File: src/logic/bdag_pkg.sv
package bdag_pkg;

  // ***************************************************************
  // address geometry
  // ***************************************************************
  localparam int unsigned ADDR_W = 12;
  localparam int unsigned BANK_W = 4;
  localparam int unsigned NIB_W = 4;
  localparam int unsigned OFS_W = 8;
  localparam int unsigned PMEM_W = 10;
  localparam int unsigned BIT_W = 2;

  // ***************************************************************
  // memory banks that the select register may hold
  // ***************************************************************
  localparam logic [3:0] BANK_SRAM = 4'h0;
  localparam logic [3:0] BANK_NV = 4'h4;
  localparam logic [3:0] BANK_PERIPH = 4'hf;

  // ***************************************************************
  // populated regions
  // ***************************************************************
  localparam logic [11:0] SRAM_LO = 12'h000;
  localparam logic [11:0] SRAM_HI = 12'h07f;
  localparam logic [11:0] NV_LO = 12'h400;
  localparam logic [11:0] NV_HI = 12'h43f;
  localparam logic [11:0] PERIPH_LO = 12'hf80;
  localparam logic [11:0] PERIPH_HI = 12'hfff;

  // special-area bit addressing windows (upper nibble of the low byte)
  localparam logic [3:0] FMEM_INTR_NIB = 4'hb;
  localparam logic [3:0] FMEM_PORT_NIB = 4'hf;
  // pointer-indexed peripheral window: upper six address bits all ones
  localparam logic [5:0] PMEM_TOP = 6'h3f;

  // reset values and the one-nibble pointer step
  localparam logic RST_FLAG = 1'b0;
  localparam logic [3:0] RST_SEL = 4'h0;
  localparam logic [3:0] ONE_NIB = 4'h1;

  // ***************************************************************
  // addressing modes
  // ***************************************************************
  typedef enum logic [3:0] {
    MODE_DIRECT = 4'h0,
    MODE_BIT_DIRECT = 4'h1,
    MODE_PTR_MAIN = 4'h2,
    MODE_PTR_MAIN_INC = 4'h3,
    MODE_PTR_MAIN_DEC = 4'h4,
    MODE_PTR_ALT_A = 4'h5,
    MODE_PTR_ALT_B = 4'h6,
    MODE_BIT_SPECIAL = 4'h7,
    MODE_BIT_PTR_PERIPH = 4'h8,
    MODE_BIT_PTR_HIGH = 4'h9,
    MODE_STACK = 4'ha
  } bdag_mode_e;

  // instruction classes driving an access
  typedef enum logic [3:0] {
    INS_MOVE = 4'h0,
    INS_EXCHANGE = 4'h1,
    INS_INCR_SKIP = 4'h2,
    INS_INPUT = 4'h3,
    INS_OUTPUT = 4'h4,
    INS_BIT_SET = 4'h5,
    INS_BIT_CLEAR = 4'h6,
    INS_SKIP_TRUE = 4'h7,
    INS_SKIP_FALSE = 4'h8,
    INS_COMPARE_SKIP = 4'h9,
    INS_BIT_LOGIC = 4'ha,
    INS_STACK_OP = 4'hb,
    INS_OTHER = 4'hc
  } bdag_instr_e;

  // decoded target region
  typedef enum logic [1:0] {
    REG_NONE = 2'h0,
    REG_SRAM = 2'h1,
    REG_NV = 2'h2,
    REG_PERIPH = 2'h3
  } bdag_region_e;

endpackage : bdag_pkg

File: src/logic/bdag_bank_if.sv
`timescale 1ns/10ps
interface bdag_bank_if;
  logic bank_enable_flag;
  logic [3:0] bank_select_reg;
  logic [3:0] active_bank;

  modport ctl (
    output bank_enable_flag,
    output bank_select_reg,
    output active_bank
  );
  modport user (
    input bank_enable_flag,
    input bank_select_reg,
    input active_bank
  );
endinterface : bdag_bank_if

File: src/logic/bdag_region_dec.sv
`timescale 1ns/10ps
module bdag_region_dec (
  input wire logic [11:0] i_addr,
  output bdag_pkg::bdag_region_e o_region
);

  // ***************************************************************
  // region classification
  // ***************************************************************
  // holes between regions decode to none so arrays stay untouched
  wire in_sram = (i_addr >= bdag_pkg::SRAM_LO) && (i_addr <= bdag_pkg::SRAM_HI);
  wire in_nv = (i_addr >= bdag_pkg::NV_LO) && (i_addr <= bdag_pkg::NV_HI);
  wire in_periph = (i_addr >= bdag_pkg::PERIPH_LO) && (i_addr <= bdag_pkg::PERIPH_HI);

  assign o_region = in_sram ? bdag_pkg::REG_SRAM :
                    in_nv ? bdag_pkg::REG_NV :
                    in_periph ? bdag_pkg::REG_PERIPH : bdag_pkg::REG_NONE;

endmodule : bdag_region_dec

File: src/logic/bdag_bank_ctl.sv
`timescale 1ns/10ps
module bdag_bank_ctl #(
  parameter int unsigned FLAG_DEPTH = 8
) (
  input wire logic i_sys_clk,
  input wire logic i_nrst,
  input wire logic i_flag_set,
  input wire logic i_flag_clr,
  input wire logic i_sel_load,
  input wire logic [3:0] i_sel_val,
  input wire logic i_call,
  input wire logic i_ret,
  input wire logic i_int_entry,
  input wire logic i_int_flag_val,
  input wire logic i_int_ret,
  output logic o_sel_refused,
  bdag_bank_if.ctl bank
);

  // ***************************************************************
  // parameter check
  // ***************************************************************
  generate
    if (FLAG_DEPTH < 2) begin : g_bad_depth
      $error("bdag_bank_ctl: FLAG_DEPTH must be at least 2");
    end
  endgenerate

  logic flag;
  logic [3:0] sel;
  logic [FLAG_DEPTH-1:0] saved;

  // only banks 0, 4 and 15 are accepted
  wire sel_ok = (i_sel_val == bdag_pkg::BANK_SRAM) || (i_sel_val == bdag_pkg::BANK_NV) ||
                (i_sel_val == bdag_pkg::BANK_PERIPH);
  wire push = i_call | i_int_entry;
  wire pop = (i_ret | i_int_ret) & ~push;

  // entry wins over return, returns win over bit set or clear
  wire next_flag = i_int_entry ? i_int_flag_val :
                   i_call ? flag :
                   pop ? saved[0] :
                   i_flag_set ? 1'b1 :
                   i_flag_clr ? 1'b0 : flag;

  // ***************************************************************
  // flag, select and flag save stack
  // ***************************************************************
  always_ff @(posedge i_sys_clk or negedge i_nrst) begin
    if (!i_nrst) begin
      flag <= bdag_pkg::RST_FLAG;
      saved <= '0;
    end else begin
      flag <= next_flag;
      if (push) begin
        saved <= {saved[FLAG_DEPTH-2:0], flag};
      end else if (pop) begin
        saved <= {1'b0, saved[FLAG_DEPTH-1:1]};
      end
    end
  end

  // select is loaded only by the bank select instruction
  always_ff @(posedge i_sys_clk or negedge i_nrst) begin
    if (!i_nrst) begin
      sel <= bdag_pkg::RST_SEL;
      o_sel_refused <= 1'b0;
    end else begin
      o_sel_refused <= i_sel_load & ~sel_ok;
      if (i_sel_load && sel_ok) begin
        sel <= i_sel_val;
      end
    end
  end

  assign bank.bank_enable_flag = flag;
  assign bank.bank_select_reg = sel;
  assign bank.active_bank = flag ? sel : bdag_pkg::BANK_SRAM;

endmodule : bdag_bank_ctl

File: src/logic/bdag_top.sv
`timescale 1ns/10ps
module bdag_top #(
  parameter int unsigned FLAG_DEPTH = 8
) (
  input wire logic i_sys_clk,
  input wire logic i_nrst,
  input wire logic i_req,
  input wire logic [3:0] i_mode,
  input wire logic [3:0] i_instr,
  input wire logic i_byte,
  input wire logic [9:0] i_operand,
  input wire logic [1:0] i_bit,
  input wire logic [3:0] i_ptr_high,
  input wire logic [3:0] i_ptr_low,
  input wire logic [7:0] i_alt_pointer_pair_a,
  input wire logic [7:0] i_alt_pointer_pair_b,
  input wire logic [7:0] i_stack_ptr,
  input wire logic i_flag_set,
  input wire logic i_flag_clr,
  input wire logic i_sel_load,
  input wire logic [3:0] i_sel_val,
  input wire logic i_call,
  input wire logic i_ret,
  input wire logic i_int_entry,
  input wire logic i_int_flag_val,
  input wire logic i_int_ret,
  output logic o_addr_valid,
  output logic [11:0] o_addr,
  output logic o_pair,
  output logic [11:0] o_addr_pair,
  output logic [1:0] o_bit_num,
  output logic [1:0] o_region,
  output logic o_refused,
  output logic o_ptr_low_wr,
  output logic [3:0] o_ptr_low_next,
  output logic o_sel_refused,
  output logic o_bank_enable_flag,
  output logic [3:0] o_bank_select_reg
);

  // ***************************************************************
  // bank flag and select register
  // ***************************************************************
  bdag_bank_if bank_bus ();

  bdag_bank_ctl #(
    .FLAG_DEPTH(FLAG_DEPTH)
  ) u_bank (
    .i_sys_clk(i_sys_clk),
    .i_nrst(i_nrst),
    .i_flag_set(i_flag_set),
    .i_flag_clr(i_flag_clr),
    .i_sel_load(i_sel_load),
    .i_sel_val(i_sel_val),
    .i_call(i_call),
    .i_ret(i_ret),
    .i_int_entry(i_int_entry),
    .i_int_flag_val(i_int_flag_val),
    .i_int_ret(i_int_ret),
    .o_sel_refused(o_sel_refused),
    .bank(bank_bus.ctl)
  );

  // ***************************************************************
  // mode and instruction decode
  // ***************************************************************
  wire m_direct = (i_mode == bdag_pkg::MODE_DIRECT);
  wire m_bit_dir = (i_mode == bdag_pkg::MODE_BIT_DIRECT);
  wire m_inc = (i_mode == bdag_pkg::MODE_PTR_MAIN_INC);
  wire m_dec = (i_mode == bdag_pkg::MODE_PTR_MAIN_DEC);
  wire m_main = (i_mode == bdag_pkg::MODE_PTR_MAIN) || m_inc || m_dec;
  wire m_alt_a = (i_mode == bdag_pkg::MODE_PTR_ALT_A);
  wire m_alt_b = (i_mode == bdag_pkg::MODE_PTR_ALT_B);
  wire m_fmem = (i_mode == bdag_pkg::MODE_BIT_SPECIAL);
  wire m_pmem = (i_mode == bdag_pkg::MODE_BIT_PTR_PERIPH);
  wire m_hbit = (i_mode == bdag_pkg::MODE_BIT_PTR_HIGH);
  wire m_stack = (i_mode == bdag_pkg::MODE_STACK);

  wire i_mov = (i_instr == bdag_pkg::INS_MOVE);
  wire i_xch = (i_instr == bdag_pkg::INS_EXCHANGE);
  wire i_increment_skip_instr = (i_instr == bdag_pkg::INS_INCR_SKIP);
  wire i_in = (i_instr == bdag_pkg::INS_INPUT);
  wire i_out = (i_instr == bdag_pkg::INS_OUTPUT);
  wire i_cmp = (i_instr == bdag_pkg::INS_COMPARE_SKIP);
  wire i_bitop = (i_instr == bdag_pkg::INS_BIT_SET) || (i_instr == bdag_pkg::INS_BIT_CLEAR) ||
                 (i_instr == bdag_pkg::INS_SKIP_TRUE) || (i_instr == bdag_pkg::INS_SKIP_FALSE);
  wire i_bitlog = i_bitop || (i_instr == bdag_pkg::INS_BIT_LOGIC);

  wire [7:0] op_low = i_operand[7:0];
  wire [7:0] ptr_main = {i_ptr_high, i_ptr_low};

  // ***************************************************************
  // bank selection
  // ***************************************************************
  // with the flag clear the offset msb picks ram bank or peripheral bank
  wire [3:0] direct_bank = bank_bus.bank_enable_flag ? bank_bus.bank_select_reg :
                           (op_low[7] ? bdag_pkg::BANK_PERIPH : bdag_pkg::BANK_SRAM);

  // ***************************************************************
  // legality of mode versus instruction
  // ***************************************************************
  wire ok_direct = i_byte ? (i_mov || i_xch || i_in || i_out) && !op_low[0]
                          : (i_mov || i_xch || i_increment_skip_instr || i_in || i_out);
  wire ok_bit_dir = i_bitop;
  wire ok_main = !(i_byte && (m_inc || m_dec)); // byte forms have no auto step
  wire ok_alt = (i_mov || i_xch) && !i_byte;
  wire ok_fmem = i_bitlog && ((op_low[7:4] == bdag_pkg::FMEM_INTR_NIB) ||
                              (op_low[7:4] == bdag_pkg::FMEM_PORT_NIB));
  wire ok_pmem = i_bitlog && (i_operand[9:4] == bdag_pkg::PMEM_TOP);
  wire ok_hbit = i_bitlog;

  wire mode_ok = m_direct ? ok_direct :
                 m_bit_dir ? ok_bit_dir :
                 m_main ? ok_main :
                 (m_alt_a || m_alt_b) ? ok_alt :
                 m_fmem ? ok_fmem :
                 m_pmem ? ok_pmem :
                 m_hbit ? ok_hbit :
                 m_stack;

  // ***************************************************************
  // address formation
  // ***************************************************************
  // byte forms drop bit 0 so the pair is always even then odd
  wire [7:0] main_ofs = i_byte ? {ptr_main[7:1], 1'b0} : ptr_main;
  // all ten operand bits sit above the two low pointer bits
  wire [11:0] pmem_addr = {i_operand, i_ptr_low[1:0]};

  wire [11:0] calc_addr =
    (m_direct || m_bit_dir) ? {direct_bank, op_low} :
    m_main ? {bank_bus.active_bank, main_ofs} :
    m_alt_a ? {bdag_pkg::BANK_SRAM, i_alt_pointer_pair_a} :
    m_alt_b ? {bdag_pkg::BANK_SRAM, i_alt_pointer_pair_b} :
    m_fmem ? {bdag_pkg::BANK_PERIPH, op_low} :
    m_pmem ? pmem_addr :
    m_hbit ? {bank_bus.active_bank, i_ptr_high, op_low[3:0]} :
    {bdag_pkg::BANK_SRAM, i_stack_ptr};

  // second nibble of a byte access sits one address higher
  wire [11:0] calc_pair = {calc_addr[11:1], 1'b1};

  wire [1:0] calc_bit = m_pmem ? i_ptr_low[1:0] : i_bit;

  bdag_pkg::bdag_region_e region;

  bdag_region_dec u_region (
    .i_addr(calc_addr),
    .o_region(region)
  );

  // ***************************************************************
  // nonvolatile access restriction
  // ***************************************************************
  // only byte move and exchange via direct or main pointer, byte compare-skip via main pointer only
  wire nv_form_ok = i_byte && (i_mov || i_xch || i_cmp) &&
                    ((m_direct && !i_cmp) || (i_instr != bdag_pkg::INS_OTHER &&
                     (i_mode == bdag_pkg::MODE_PTR_MAIN)));
  wire nv_bad = (region == bdag_pkg::REG_NV) && !nv_form_ok;

  wire accept = i_req && mode_ok && !nv_bad;
  wire refuse = i_req && !accept;

  // ***************************************************************
  // post step of the low pointer
  // ***************************************************************
  // the step is handed out with the address; the core writes it after the access
  wire step = accept && (m_inc || m_dec);
  wire [3:0] next_low = m_inc ? i_ptr_low + bdag_pkg::ONE_NIB
                              : i_ptr_low - bdag_pkg::ONE_NIB;

  // ***************************************************************
  // registered outputs
  // ***************************************************************
  // refused or unpopulated accesses still answer, arrays key off region
  always_ff @(posedge i_sys_clk or negedge i_nrst) begin
    if (!i_nrst) begin
      o_addr_valid <= 1'b0;
      o_refused <= 1'b0;
      o_ptr_low_wr <= 1'b0;
    end else begin
      o_addr_valid <= accept;
      o_refused <= refuse;
      o_ptr_low_wr <= step;
    end
  end

  // address payload, held between accesses
  always_ff @(posedge i_sys_clk or negedge i_nrst) begin
    if (!i_nrst) begin
      o_addr <= '0;
      o_addr_pair <= '0;
      o_pair <= 1'b0;
      o_bit_num <= '0;
      o_region <= bdag_pkg::REG_NONE;
      o_ptr_low_next <= '0;
    end else if (accept) begin
      o_addr <= calc_addr;
      o_addr_pair <= calc_pair;
      o_pair <= i_byte && (m_direct || m_main);
      o_bit_num <= calc_bit;
      o_region <= region;
      o_ptr_low_next <= step ? next_low : i_ptr_low;
    end
  end

  // mirrors of the bank state for the core and debug
  always_ff @(posedge i_sys_clk or negedge i_nrst) begin
    if (!i_nrst) begin
      o_bank_enable_flag <= bdag_pkg::RST_FLAG;
      o_bank_select_reg <= bdag_pkg::RST_SEL;
    end else begin
      o_bank_enable_flag <= bank_bus.bank_enable_flag;
      o_bank_select_reg <= bank_bus.bank_select_reg;
    end
  end

endmodule : bdag_top

File: config.mk
export PLATFORM = sky130hd
export DESIGN_NAME = bdag_top
export DESIGN_NICKNAME = d
export VERILOG_FILES = /design/src/logic/bdag_pkg.sv /design/src/logic/bdag_bank_if.sv /design/src/logic/bdag_region_dec.sv /design/src/logic/bdag_bank_ctl.sv /design/src/logic/bdag_top.sv
export SDC_FILE = /design/constraint.sdc
export NUM_CORES = 1
export LEC_CHECK = 0
export ABC_AREA = 1
export ABC_CLOCK_PERIOD_IN_PS = 2420
export BUFFER_PORTS_ARGS = -buffer_cell sky130_fd_sc_hd__buf_2
export CORE_MARGIN = 2
export CORE_UTILIZATION = 50
export DETAILED_ROUTE_END_ITERATION = 8
export GPL_ROUTABILITY_DRIVEN = 0
export PLACE_DENSITY = 0.79
export SLEW_MARGIN = 10
export SYNTH_ARGS = -nofsm -noshare
export SYNTH_HDL_FRONTEND = slang
export SYNTH_HIERARCHICAL = 1
export SYNTH_SLANG_ARGS = --single-unit
File: constraint.sdc
create_clock -name i_sys_clk -period 2.42 [get_ports i_sys_clk]
set_clock_uncertainty 0.15 [all_clocks]
set_input_delay 0.484 -clock i_sys_clk [delete_from_list [all_inputs] [get_ports i_sys_clk]]
set_output_delay 0.484 -clock i_sys_clk [all_outputs]
set_load 0.01 [all_outputs]
==> results.sh <==
export IMPL_synthXorXnorAreaFrac_pct=0.7880
export IMPL_synth_top_family_by_area="simple AND/OR/NAND/NOR gates"
export IMPL_pwr_share_seq_pct=38.7
export IMPL_min_path_type="primary input to asynchronous set/reset pin"
export IMPL_utilization_pct=74.71
export IMPL_syn_num_nets=583
export IMPL_start_kind="primary input"
export IMPL_fp_dieW_um=85.67
export IMPL_postCtsHoldBufs=0
export IMPL_htreeDepth=2
export IMPL_arrival_ps=2640
export IMPL_dp_slack_ps=-357.7
export IMPL_wl_um=10110
export IMPL_relSlewSlack_pct=64.23
export IMPL_synth_cell_types=36
export IMPL_drt_vias_per_instance=5.080
export IMPL_irDropWorstVdd_uv=566.7
export IMPL_multi_input_area_um2=2048
export IMPL_p_int_mw=1.673
export IMPL_grt_start_max_net_pins=45
export IMPL_grt_util_all_layers_pct=25.22
export IMPL_final_period_utilization_pct=105.6
export IMPL_fin_ws_ps=-135.5
export IMPL_drt_wirelength_per_cell_um=13.55
export IMPL_drv_cap=0
export IMPL_violations="setup timing"
export IMPL_die_area_um2=7338
export IMPL_first_pass_iters=4
export IMPL_final_antenna_net_count=0
export IMPL_fin_nets=739
export IMPL_p_switching_mw=0.9452
export IMPL_yosysSeqAreaShare_pct=33.02
export IMPL_core_rowCount=29
export IMPL_start_util_pct=52.21
export IMPL_antenna_found_initial=0
export IMPL_fin_tns_setup_ps=-1913
export IMPL_dr_total_vias=3790
export IMPL_yosysTopAreaCell="dfrtp_1"
export IMPL_synth_top_area_share_pct=33.02
export IMPL_initialDrtViolationCount=256
export IMPL_clock_sinks=44
export IMPL_fill_cells=482
export IMPL_core_area_um2=6386
export IMPL_grt_ovfl_total=0
export IMPL_worst_setup_path_end_kind="register"
export IMPL_n_antenna_cell=0
export IMPL_largest_register="o_addr"
export IMPL_grt_pass1_wl_um=15160
export IMPL_worst_pin_slew_ps=536.5
export IMPL_drc_errors=0
export IMPL_portBuffers=109
export IMPL_synth_simple_area_share_pct=41.61
export IMPL_cp_required_ps=2510
export IMPL_die_height_um=85.67
export IMPL_maxSlewViolCount=0
export IMPL_yosysWarningCount=6
export IMPL_fmax_mhz=391.3
export IMPL_final_setup_viol_count=19
export IMPL_area_sequential_um2=1102
export IMPL_rsz0062_at_grt="true"
export IMPL_synth_mux_area_fraction_pct=0
export IMPL_leakage_nw=2.764
export IMPL_syn_avg_cell_area_um2=6.513
export IMPL_synth_fa_ha_area_share_pct=1.351
export IMPL_hold_slack_ps=89.97
export IMPL_reg_largest_list="o_addr x12, u_bank/saved x8"
export IMPL_switching_share_pct=36.10
export IMPL_period_needed_ps=2556
export IMPL_drive_gt1_share_pct=41.11
export IMPL_status="finished, violations left"
export IMPL_clk_path_buf_depth=2
export IMPL_grt_pass1_vias=3458
export IMPL_hold_viol=0
export IMPL_syn_area_um2=3334
export IMPL_clkTransAtPathRegs_ps=90
export IMPL_areaGrowthSynthToFinish_pct=43.08
export IMPL_ys_seq_elements=44
export IMPL_tritoncts="done"
export IMPL_clkLatencyLatePin_ps=300
export IMPL_cts_root_buf="clkbuf_8"
export IMPL_ys_top_cells_by_area="dfrtp_1 33%, nand2_1 23%, inv_1 6.9%"
export IMPL_io_pins=110
export IMPL_power_density_nw_per_um2=548.8
export IMPL_syn_inst=512
export IMPL_synth_compound_area_share_pct=9.981
export IMPL_crit_type="primary input to register"
export IMPL_largest_reg_flops=12
export IMPL_combPwrFrac_pct=38.7
export IMPL_pwr_share_clk_pct=22.6
export IMPL_hpwlAfterDp_um=7339
export IMPL_cp_max_fo=7
export IMPL_cts_made_buffers=5
## cells in the mapped netlist (all sizes together)
library cell / instances
o211ai: 4
buf: 23
inv: 69
a221oi: 4
ha: 2
a21boi: 2
nor2: 59
a22o: 2
dfrtp: 44
a211oi: 1
xor2: 2
o21ai: 16
nand4: 1
fa: 1
nand3: 31
a21oi: 24
or2: 2
nand2: 222
xnor2: 1
o21bai: 1
clkinv: 1
## layout make-up
cell class,instances,share of cell area (%)
inverters,70,5.927
well taps,77,2.019
repair buffers,171,23.47
clock inverters,2,0.8130
flip-flops and latches,44,23.11
multi-input cells,376,42.93
clock buffers,6,1.731
## metrics by stage
stage          std cells  instance area, um2  total power [mW]
2_1_floorplan        512                3443             1.585
3_3_place_gp         721                4233             1.895
3_5_place_dp         721                4233             1.921
4_1_cts              729                4363             2.512
5_1_grt              746                4771             2.775
6_report             746                4771             2.618
## timing repair
item,in CTS,in global routing
pin swaps,0,42
endpoints found under the hold margin,0,0
endpoints found under the setup margin,9,25
setup buffers,0,13
gates resized for setup,1,72
gates cloned,0,4
## cells by family (layout without fill, tap and decap cells)
group,Yosys count,in the layout
fa+ha+maj,3,3
flops,44,44
buf+inv,93,249
simple gates,315,316
xor+xnor,3,3
compound gates,54,54
## power by group through the flow
stage | logic (mW) | clock network [mW] | registers [mW]
final | 1.01 | 0.592 | 1.01
after global routing | 1.11 | 0.627 | 1.04
after CTS | 0.902 | 0.597 | 1.01
after detailed placement | 0.895 | 0 | 1.03
after global placement | 0.873 | 0 | 1.02
after floorplan | 0.515 | 0 | 1.07
## worst max-delay path, cell delays in order
cell and delay (ps):
buf_6 110, inv_4 70, nor2_4 50, nand2_4 80, inv_6 50, buf_4 130
a221oi_2 260, nand3_2 160, nor2_1 190, nor2_1 80, nand2_1 100, nand2_2 80
nand3_2 100, nand3_4 90, a21oi_4 280, clkbuf_16 220, nand2_2 40, nand2_1 70
## layout by cell type, fill, tap and decap left out, drive strengths merged, types with 4 or more instances in the layout
master	n
a21oi	24
a221oi	4
buf	169
clkbuf	8
dfrtp	44
inv	70
nand2	223
nand3	31
nor2	59
o211ai	4
o21ai	16
## routing by layer
layer	vias to the layer above	track usage, %	wire, um
met3	25	3.080	508
li1	1878	-	-
met2	130	43.96	5206
met5	-	0	0
met4	0	8.802	236
met1	1757	32.30	4160
## worst paths after layout
path,cells after the start,endpoint,slack [ps],from
max reg2reg,15,o_addr[3],-90,u_bank/bank.bank_enable_flag
max,18,o_addr[3],-140,i_mode[3]
max in group asynchronous,2,u_bank/bank.bank_enable_flag,1650,i_nrst
min,2,u_bank/saved[1],90,i_nrst
min in group i_sys_clk,3,u_bank/o_sel_refused,270,i_sel_load
min reg2reg,0,o_bank_select_reg[3],320,u_bank/bank.bank_select_reg[3]
(Power assumes the default switching activity.)
